File: config.mk
export PLATFORM = sky130hd
export DESIGN_NAME = tmll_lock
export DESIGN_NICKNAME = d
export VERILOG_FILES = /design/src/design/tmll_lock.v
export VERILOG_INCLUDE_DIRS = /design/src /design/src/design
export SDC_FILE = /design/constraint.sdc
export NUM_CORES = 1
export LEC_CHECK = 0
export BUFFER_PORTS_ARGS = -buffer_cell sky130_fd_sc_hd__buf_4
export CAP_MARGIN = 20
export CORE_MARGIN = 2
export CORE_UTILIZATION = 40
export CTS_CLUSTER_DIAMETER = 200
export DETAILED_ROUTE_END_ITERATION = 10
export PLACE_DENSITY = 0.56
export SKIP_LAST_GASP = 1
export SYNTH_ARGS = -nofsm -noshare
export SYNTH_HDL_FRONTEND = slang
export SYNTH_SLANG_ARGS = --single-unit
File: constraint.sdc
create_clock -name i_ref_clk -period 6.95 [get_ports i_ref_clk]
set_input_delay 1.39 -clock i_ref_clk [delete_from_list [all_inputs] [get_ports i_ref_clk]]
set_output_delay 1.39 -clock i_ref_clk [all_outputs]
set_load 0.02 [all_outputs]
File: src/design/tmll_map.vh
// constants for the test-mode life-cycle lock block
`ifndef TMLL_MAP_VH
`define TMLL_MAP_VH
// command codes on the test command port
`define TMLL_CMD_AUTH      4'h1
`define TMLL_CMD_TO_NORMAL 4'h2
`define TMLL_CMD_TRACE_WR  4'h3
`define TMLL_CMD_SELFTEST  4'h4
`define TMLL_CMD_CKSUM_CLR 4'h5
`define TMLL_CMD_CKSUM_ADD 4'h6
`define TMLL_CMD_RD_ID     4'h7
// answer status codes
`define TMLL_ST_OK         4'h0
`define TMLL_ST_REJECT     4'h1
`define TMLL_ST_BADPW      4'h2
`define TMLL_ST_BADCMD     4'h3
// nonvolatile life-cycle code meaning normal mode; anything else is test
`define TMLL_LC_NORMAL     8'hA5
`define TMLL_LC_W          8
// widths and trace memory depth
`define TMLL_DATA_W        32
`define TMLL_TRACE_DEPTH   8
`define TMLL_TRACE_AW      3
// arbitrary neutral identifiers
`define TMLL_ID_SILICON    32'h0000_0101
`define TMLL_ID_TESTCODE   32'h0000_0201
`define TMLL_ID_BOOTLDR    32'h0000_0301
`define TMLL_PASSWORD      32'h1234_5678
`endif

File: src/design/tmll_lock.v
// test-mode life-cycle lock: authentication, one-way normal switch, command gating
// Overview of operation
// - test mode needs correct password first
// - switch to normal is one way
// - normal mode rejects every test command
// - functional tests only allowed in test mode
// - self-test and checksum over software image
// - traceability data writable only in test
// - silicon and firmware version identifiers readable
`timescale 1ns/1ns
`default_nettype none
`include "tmll_map.vh"
module tmll_lock (
  // clock and reset
  input wire i_ref_clk,
  input wire i_srst,
  // nonvolatile life-cycle cell
  input wire [`TMLL_LC_W-1:0] i_nv_lc,
  input wire i_nv_lc_valid,
  output reg o_nv_lc_wr,
  output reg [`TMLL_LC_W-1:0] o_nv_lc_wdata,
  // test command port
  input wire i_cmd_valid,
  input wire [3:0] i_cmd_op,
  input wire [`TMLL_TRACE_AW-1:0] i_cmd_addr,
  input wire [`TMLL_DATA_W-1:0] i_cmd_data,
  // answer
  output reg o_rsp_valid,
  output reg [3:0] o_rsp_status,
  output reg [`TMLL_DATA_W-1:0] o_rsp_data,
  // self-test engine handshake
  output reg o_selftest_start,
  input wire i_selftest_done,
  input wire i_selftest_pass,
  // state
  output reg o_ready,
  output reg o_test_mode,
  output reg o_test_auth
);
  localparam ST_RESTORE = 2'h0;
  localparam ST_TEST = 2'h1;
  localparam ST_NORMAL = 2'h2;
  // every asynchronous pin bit goes through the same two-stage synchroniser
  localparam SYNC_W = `TMLL_LC_W + 3;

  reg [1:0] state_q;
  reg auth_q;
  reg [`TMLL_DATA_W-1:0] cksum_q;
  reg [`TMLL_DATA_W-1:0] trace_mem [0:`TMLL_TRACE_DEPTH-1];
  wire [SYNC_W-1:0] pin_raw;
  wire [SYNC_W-1:0] pin_sync;
  wire nv_valid_sync;
  wire [`TMLL_LC_W-1:0] nv_lc_sync;
  wire st_done_sync;
  wire st_pass_sync;
  wire st_done_rise;
  reg nv_valid_seen_q;
  reg st_done_seen_q;
  reg st_busy_q;
  reg st_pass_q;

  // test-only commands are everything but the id read
  function is_test_only;
    input [3:0] op;
    begin
      is_test_only = (op != `TMLL_CMD_RD_ID);
    end
  endfunction

  function [`TMLL_DATA_W-1:0] id_word;
    input [`TMLL_TRACE_AW-1:0] sel;
    begin
      if (sel == 3'h0) begin
        id_word = `TMLL_ID_SILICON;
      end else if (sel == 3'h1) begin
        id_word = `TMLL_ID_TESTCODE;
      end else if (sel == 3'h2) begin
        id_word = `TMLL_ID_BOOTLDR;
      end else begin
        id_word = {`TMLL_DATA_W{1'b0}};
      end
    end
  endfunction

  // rotate-and-add keeps word order significant
  function [`TMLL_DATA_W-1:0] cksum_step;
    input [`TMLL_DATA_W-1:0] acc;
    input [`TMLL_DATA_W-1:0] word;
    begin
      cksum_step = {acc[`TMLL_DATA_W-2:0], acc[`TMLL_DATA_W-1]} + word;
    end
  endfunction

  // pins from the self-test engine and nonvolatile controller are asynchronous
  assign pin_raw = {i_nv_lc_valid, i_nv_lc, i_selftest_done, i_selftest_pass};

  genvar g;
  generate
    for (g = 0; g < SYNC_W; g = g + 1) begin : g_sync
      reg s1_q;
      reg s2_q;
      always @(posedge i_ref_clk) begin
        s1_q <= pin_raw[g];
        s2_q <= s1_q;
      end
      assign pin_sync[g] = s2_q;
    end
  endgenerate

  assign nv_valid_sync = pin_sync[SYNC_W-1];
  assign nv_lc_sync = pin_sync[SYNC_W-2:2];
  assign st_done_sync = pin_sync[1];
  assign st_pass_sync = pin_sync[0];

  // the code bits may resolve a cycle after valid, so the code is read
  // only once valid has been seen on two edges running
  // done stays high after a run; only its rising edge may end the next run,
  // or a stale done would close a fresh run at once with the old verdict
  always @(posedge i_ref_clk) begin
    nv_valid_seen_q <= nv_valid_sync;
    st_done_seen_q <= st_done_sync;
  end
  assign st_done_rise = st_done_sync && !st_done_seen_q;

  // trace memory has no reset; contents are nonvolatile image
  always @(posedge i_ref_clk) begin
    if (!i_srst && state_q == ST_TEST && auth_q && i_cmd_valid &&
        i_cmd_op == `TMLL_CMD_TRACE_WR) begin
      trace_mem[i_cmd_addr] <= i_cmd_data;
    end
  end

  always @(posedge i_ref_clk) begin
    if (i_srst) begin
      state_q <= ST_RESTORE;
      auth_q <= 1'b0;
      cksum_q <= {`TMLL_DATA_W{1'b0}};
      st_busy_q <= 1'b0;
      st_pass_q <= 1'b0;
      o_nv_lc_wr <= 1'b0;
      o_nv_lc_wdata <= {`TMLL_LC_W{1'b0}};
      o_rsp_valid <= 1'b0;
      o_rsp_status <= `TMLL_ST_OK;
      o_rsp_data <= {`TMLL_DATA_W{1'b0}};
      o_selftest_start <= 1'b0;
      o_ready <= 1'b0;
      o_test_mode <= 1'b0;
      o_test_auth <= 1'b0;
    end else begin
      o_nv_lc_wr <= 1'b0;
      o_rsp_valid <= 1'b0;
      o_selftest_start <= 1'b0;
      if (st_busy_q && st_done_rise) begin
        st_busy_q <= 1'b0;
        st_pass_q <= st_pass_sync;
      end
      case (state_q)
        ST_RESTORE: begin
          // commands before restore are dropped silently
          if (nv_valid_sync && nv_valid_seen_q) begin
            if (nv_lc_sync == `TMLL_LC_NORMAL) begin
              state_q <= ST_NORMAL;
            end else begin
              state_q <= ST_TEST;
              o_test_mode <= 1'b1;
            end
            o_ready <= 1'b1;
          end
        end
        ST_TEST: begin
          if (i_cmd_valid) begin
            o_rsp_valid <= 1'b1;
            o_rsp_status <= `TMLL_ST_OK;
            o_rsp_data <= {`TMLL_DATA_W{1'b0}};
            if (i_cmd_op == `TMLL_CMD_AUTH) begin
              auth_q <= (i_cmd_data == `TMLL_PASSWORD);
              o_test_auth <= (i_cmd_data == `TMLL_PASSWORD);
              if (i_cmd_data != `TMLL_PASSWORD) begin
                o_rsp_status <= `TMLL_ST_BADPW;
              end
            end else if (i_cmd_op == `TMLL_CMD_RD_ID) begin
              o_rsp_data <= id_word(i_cmd_addr);
            end else if (!auth_q) begin
              o_rsp_status <= `TMLL_ST_REJECT;
            end else if (i_cmd_op == `TMLL_CMD_TO_NORMAL) begin
              state_q <= ST_NORMAL;
              auth_q <= 1'b0;
              o_test_auth <= 1'b0;
              o_test_mode <= 1'b0;
              o_nv_lc_wr <= 1'b1;
              o_nv_lc_wdata <= `TMLL_LC_NORMAL;
            end else if (i_cmd_op == `TMLL_CMD_TRACE_WR) begin
              o_rsp_data <= i_cmd_data;
            end else if (i_cmd_op == `TMLL_CMD_SELFTEST) begin
              if (!st_busy_q) begin
                o_selftest_start <= 1'b1;
                st_busy_q <= 1'b1;
              end
              o_rsp_data <= {{(`TMLL_DATA_W-2){1'b0}}, st_busy_q, st_pass_q};
            end else if (i_cmd_op == `TMLL_CMD_CKSUM_CLR) begin
              cksum_q <= {`TMLL_DATA_W{1'b0}};
            end else if (i_cmd_op == `TMLL_CMD_CKSUM_ADD) begin
              cksum_q <= cksum_step(cksum_q, i_cmd_data);
              o_rsp_data <= cksum_step(cksum_q, i_cmd_data);
            end else begin
              o_rsp_status <= `TMLL_ST_BADCMD;
            end
          end
        end
        ST_NORMAL: begin
          // no branch leaves this state except reset, which restores normal again
          if (i_cmd_valid) begin
            o_rsp_valid <= 1'b1;
            if (i_cmd_op == `TMLL_CMD_RD_ID) begin
              o_rsp_status <= `TMLL_ST_OK;
              o_rsp_data <= (i_cmd_addr[`TMLL_TRACE_AW-1]) ?
                            trace_mem[i_cmd_addr] : id_word(i_cmd_addr);
            end else if (is_test_only(i_cmd_op)) begin
              o_rsp_status <= `TMLL_ST_REJECT;
              o_rsp_data <= {`TMLL_DATA_W{1'b0}};
            end
          end
        end
        default: begin
          state_q <= ST_NORMAL;
          o_test_mode <= 1'b0;
        end
      endcase
    end
  end
endmodule // tmll_lock
`default_nettype wire

# Word level (Yosys, flattened, before mapping)

Memories as Yosys holds them, arrays and structs flattened.
Cells that the tools add are included.

Flip-flop bits (word level): 104
Word-level logic and storage cells: 171
Memories kept: 1
Output and inout port bits: 50
Bits in writable memories: 256
Input port bits: 53

Memories:

| name      | depth | width | rd ports | clocked after memory_dff | write ports | line           | text |
|---|---|---|---|---|---|---|---|
| trace_mem | 8     | 32    | 1        | 0                        | 1           | tmll_lock.v:49 | `` reg [`TMLL_DATA_W-1:0] trace_mem [0:`TMLL_TRACE_DEPTH-1]; `` |

Reduce and logical (&&, ||, !) cells: 27
Equality and inequality tests: 25
Bitwise operators: 10
Add/subtract/negate cells: 1
Muxes and demuxes: 69

Operators by type and width:

| operator                                                           | count |
|---|---|
| 32-bit two-way mux                                                 | 17 |
| 32-bit case mux with 2 select lines                                | 1 |
| 32-bit adder                                                       | 1 |
| 32-bit by 29-bit == test with 1-bit output (second input constant) | 1 |
| 32-bit by 29-bit != test with 1-bit output (second input constant) | 1 |
| 2-bit two-way mux                                                  | 15 |
| 1-bit two-way mux                                                  | 27 |
| 4-bit two-way mux                                                  | 5 |
| 4-bit by 3-bit == test with 1-bit output (second input constant)   | 4 |
| 2-bit != test (second input constant)                              | 8 |
| 10-bit two-way mux                                                 | 1 |
| 1-bit NOT                                                          | 10 |
| 9-bit AND reduction                                                | 1 |
| 9-bit OR reduction                                                 | 1 |
| 4-bit by 2-bit == test with 1-bit output (second input constant)   | 2 |
| 8-bit == test (second input constant)                              | 1 |
| 4-bit case mux with 2 select lines                                 | 1 |
| 8-bit AND reduction                                                | 1 |
| 2-bit nonzero test                                                 | 4 |
| 1-bit logical AND                                                  | 7 |
| 7-bit AND reduction                                                | 1 |
| 2-bit case mux with 3 select lines                                 | 1 |
| 6-bit AND reduction                                                | 1 |
| 6-bit OR reduction                                                 | 1 |
| 17 further kinds                                                   | 19 |

# Logic depth before layout (Yosys ltp)

Depth in word-level cells: 13
Depth in mapped cells: 10
Depth with buffers taken out: 10

# Least setup slack after synthesis

OpenSTA, ideal clock, no wires.

Path type: input to register
Start point: input port i_cmd_op[1]
End point: memory trace_mem[6][0] (netlist bit), enable pin
Path slack: 1786 ps
Cell stages on the path: 6
Library setup time: 468 ps
Arrival: 4696 ps
Data required time: 6482 ps
Path buffers: 2
Path through: buf_2 -> nand2_1 -> nor3_1 -> clkbuf_1 -> nand3_1 -> nor3b_1

Word-level cells in the longest chain between the ends: 4

RTL lines:

| what                                                      | line            | text |
|---|---|---|
| start: declaration                                        | tmll_lock.v:24  | `input wire [3:0] i_cmd_op,` |
| 4-bit by 2-bit == test with 1-bit output (no source line) | -               |  |
| 1-bit logical AND (no source line)                        | -               |  |
| 1-bit two-way mux                                         | tmll_lock.v:127 | `if (!i_srst && state_q == ST_TEST && auth_q && i_cmd_valid &&` |
| 1-bit two-way mux (implied by the code)                   | tmll_lock.v:129 | `trace_mem[i_cmd_addr] <= i_cmd_data;` |
| end: declaration                                          | tmll_lock.v:49  |  |

No other way between the ends.

# Worst setup path in the final report

Start point: input port i_cmd_data[0]
End point: register o_rsp_data[30]

Word-level cells in the longest chain between the ends: 11

RTL lines:

| what                                | line            | text |
|---|---|---|
| start: declaration                  | tmll_lock.v:26  | `` input wire [`TMLL_DATA_W-1:0] i_cmd_data, `` |
| 32-bit adder                        | tmll_lock.v:90  | `` cksum_step = {acc[`TMLL_DATA_W-2:0], acc[`TMLL_DATA_W-1]} + word; `` |
| 32-bit two-way mux                  | tmll_lock.v:202 | `` end else if (i_cmd_op == `TMLL_CMD_CKSUM_ADD) begin `` |
| 32-bit two-way mux                  | tmll_lock.v:200 | `` end else if (i_cmd_op == `TMLL_CMD_CKSUM_CLR) begin `` |
| 32-bit two-way mux                  | tmll_lock.v:194 | `` end else if (i_cmd_op == `TMLL_CMD_SELFTEST) begin `` |
| 32-bit two-way mux                  | tmll_lock.v:192 | `` end else if (i_cmd_op == `TMLL_CMD_TRACE_WR) begin `` |
| 32-bit two-way mux                  | tmll_lock.v:185 | `` end else if (i_cmd_op == `TMLL_CMD_TO_NORMAL) begin `` |
| 32-bit two-way mux                  | tmll_lock.v:183 | `end else if (!auth_q) begin` |
| 32-bit two-way mux                  | tmll_lock.v:181 | `` end else if (i_cmd_op == `TMLL_CMD_RD_ID) begin `` |
| 32-bit two-way mux                  | tmll_lock.v:175 | `` if (i_cmd_op == `TMLL_CMD_AUTH) begin `` |
| 32-bit two-way mux                  | tmll_lock.v:171 | `if (i_cmd_valid) begin` |
| 32-bit case mux with 2 select lines | tmll_lock.v:157 | `case (state_q)` |
| end signal: assignment              | tmll_lock.v:174 | `` o_rsp_data <= {`TMLL_DATA_W{1'b0}}; `` |
| end signal: assignment              | tmll_lock.v:182 | `o_rsp_data <= id_word(i_cmd_addr);` |
| end signal: assignment              | tmll_lock.v:193 | `o_rsp_data <= i_cmd_data;` |
| end: declaration                    | tmll_lock.v:30  | `` output reg [`TMLL_DATA_W-1:0] o_rsp_data, `` |

No other way between the ends. The select of a mux whose other input is x is not followed.
A chain may end at the register's enable or synchronous reset.

==> impl_results.md <==
- Status: finished clean
- CTS tree: built
- Critical Path, Cell by Cell: buf_4 > ha_1 > inv_1 > fa_1 > nor2b_1 > o31a_1 > o2111ai_1 > a2111oi_0 > or4_1 > nand3_1 > a21oi_1
- Register area share after synthesis: between 50% and 60%
- DIE AREA: 28330 um^2
- Fraction of layout cells with a size suffix above 1: a little under a fifth
- CTS Hold Bufs: 0
- Starting density of the core: roughly two fifths
- Achievable Freq: 0.2839 GHz
- Worst skew pair latency: approximately 0.54 ns
- Port bufs: 96
- # diodes: 0
- Root Buffer: clkbuf_16
- Reg-to-reg slack, setup: 4.01 ns
- First-pass GRT wire length: 46530 um
- TritonCTS Buffers: 26
- Initial DRT Pass Iterations: 5
- Delay-heaviest family, CP: compound AO/OA/AOI/OAI gates
- Core Area: around 27000 um^2
- Row cnt: 60
- DP Wirelength: around 21000 um
- Vias per std cell: between 5 and 6
- Vias in the first global route: about 8000
- Clock Path Buffers: 3
- Flip-flop and latch area: just under 6000 um^2
- Fraction of registers with async set/reset: 0%
- Period utilization: roughly half
- Area added between synthesis and finish: 16.48%
- Synth Warn #: 0
- # DRC: 0
- Final setup viols: 0
- Total GRT Usage: 21.41%
- Drt wl/cell: 22.35 um
- Crit path DAT: 3.99 ns
- Pleak: ~0.0046 uW
- Worst min path class: flip-flop to flip-flop
- Slowest cell on crit path: a2111oi_0
- Final hold violation count: 0
- Antenna violations before repair: 0
- Setup Fix Bufs, Post-CTS: 0
- RSZ-0062 raised after global routing: no
- Main flop type after synthesis: edfxtp_1
- Clock net sink count: 230
- Util after Layout: 47.06%
- Most frequent cells in the layout: edfxtp_1 (128), buf_4 (106), dfxtp_1 (102)
- Final Net Count: 1093
- Crit path buf inv count: 2
- Max Slew Vio Count: 0
- # IOs: roughly 100
- Worst-Margin Slew: 1.105 ns
- Htree depth: 1
- Critical Path Start Type: input port
- Power Total: 3500 uW
- Die Span X: 168.3 um
- Worst rel slew slack: 26.08%
- Die H: between 150 and 200 um
- Max-Cap Viols: 0
- Cells after synthesis: 928
- Largest net degree at the start of global routing: 60
- Total wire length: 30500 um
- FILL cells: 2463
- Vias: 7957
- Routed Antenna Nets: 0
- GRT overflow: 0
- Setup TNS: 0 ns
- Mapped Avg Cell Area: 11.64 um^2
- Count of different cell masters after synthesis: 80
- Clock transition at path regs: roughly 0.060 ns
- CP max FO: 7
- Critical path type: input port to flip-flop
- Crit path required time: between 7 and 8 ns
- Commonest non-fill, non-tap cell in the layout: edfxtp_1
- Pwr dens: 278.3 nW/um^2
- Critical Path End Type: flip-flop
- EDFF count, synth: 128
- FF+latch count, synth: 230
- Multi-input combinational cell area: 4564 um^2
- Final GP Congestion: 0.8546
- Peak supply drop: 209.5 uV
- First DRT Iteration DRCs: ~620
- Clock skew: between 0.015 and 0.02 ns
- Post-CTS Resized: 0
- Mapped Area: roughly 11000 um^2
- Tmin final: 3.523 ns
- Critical Path Max Stage Delay: 0.62 ns
==> metal layers <==
layer	GRT usage, %	part of all wire, %
met1	28.70	44
met3	3.173	5.3
met5	0	0
met4	5.360	2.2
met2	36.61	48
==> through the flow <==
step | cells | cell area (um^2) | hold WS [ns] | setup slack (ns)
after floorplan | 933 | 10820 | 0.3096 | 1.786
after global placement | 1318 | 11740 | 0.3112 | 2.982
after detailed placement | 1318 | 11740 | 0.3121 | 2.935
after CTS | 1365 | 12580 | 0.3255 | 3.471
after global routing | 1365 | 12580 | 0.3332 | 3.273
final | 1365 | 12580 | 0.3248 | 3.427
==> sequential cells by signal, indices dropped and copies added, names as in the netlist, 2 cells and up <==
signal        count
o_rsp_status      2
g_sync.s2_q      11
trace_mem       128
cksum_q          32
state_q           2
o_rsp_data       32
g_sync.s1_q      11
==> cell usage after synthesis, drive strengths merged, types with 3 or more instances <==
master / number / area, um^2
o21bai: 4 / 30.03
mux2i: 6 / 60.06
buf: 29 / 197.7
edfxtp: 128 / 3844
o21ai: 57 / 289.0
dfxtp: 102 / 2042
a22o: 8 / 70.07
or3: 9 / 56.30
xnor2: 11 / 96.34
and2: 8 / 50.05
nand3: 20 / 100.1
or2: 3 / 18.77
inv: 18 / 67.56
nor4b: 5 / 43.79
nor2: 83 / 314.1
nor2b: 8 / 50.05
o31ai: 6 / 45.04
nor3b: 3 / 22.52
xor2: 16 / 140.1
nand2b: 5 / 31.28
and3: 5 / 31.28
a221o: 16 / 160.2
ha: 34 / 425.4
clkbuf: 33 / 123.9
nor3: 21 / 105.1
a31oi: 8 / 50.05
nor4bb: 4 / 40.04
nand3b: 3 / 22.52
nor4: 7 / 43.79
nand4: 12 / 75.07
a221oi: 12 / 111.4
o211ai: 9 / 67.56
a21oi: 74 / 396.6
a21o: 9 / 68.82
a32o: 4 / 40.04
nand2: 54 / 202.7
o21a: 5 / 37.54
a22oi: 16 / 120.1
mux4: 32 / 720.7
a211oi: 8 / 60.06
==> logic make-up (layout without fill, tap and decap cells) <==
group / count (synthesis) / count (layout) / share of synthesized area [%]
xor+xnor: 27 / 27 / 2.190
mux: 38 / 38 / 7.230
flops: 230 / 230 / 54.50
buf+inv: 80 / 171 / 3.603
fa+ha+maj: 35 / 35 / 4.125
compound gates: 261 / 261 / 16.65
simple gates: 256 / 256 / 11.67
other cells: 1 / 6 / 0.03473
==> area by class of cell <==
class                           instances  share of cell area (%)
Sequential cell                       230                   46.79
Multi-Input combinational cell        623                   36.29
Timing Repair Buffer                  106                   6.326
Clock buffer                           34                   5.570
Tap cell                              341                   3.392
Clock inverter                         13                   1.094
Inverter                               18                  0.5372
==> worst paths after layout <==
check | from | end | cells after the start
min | g_sync[3].s1_q | g_sync[3].s2_q | 0
max reg2reg | cksum_q[31] | o_rsp_data[30] | 10
min reg2reg | g_sync[3].s1_q | g_sync[3].s2_q | 0
max | i_cmd_data[0] | o_rsp_data[30] | 11
==> power by group <==
group          internal (uW)  switching [uW]  leakage [uW]
Clock                    785             545      0.000399
Combinational            238             383       0.00222
Sequential              1510            44.1       0.00199
Total                   2530             972       0.00461
No activity file was read; power rests on OpenSTA's default activity.
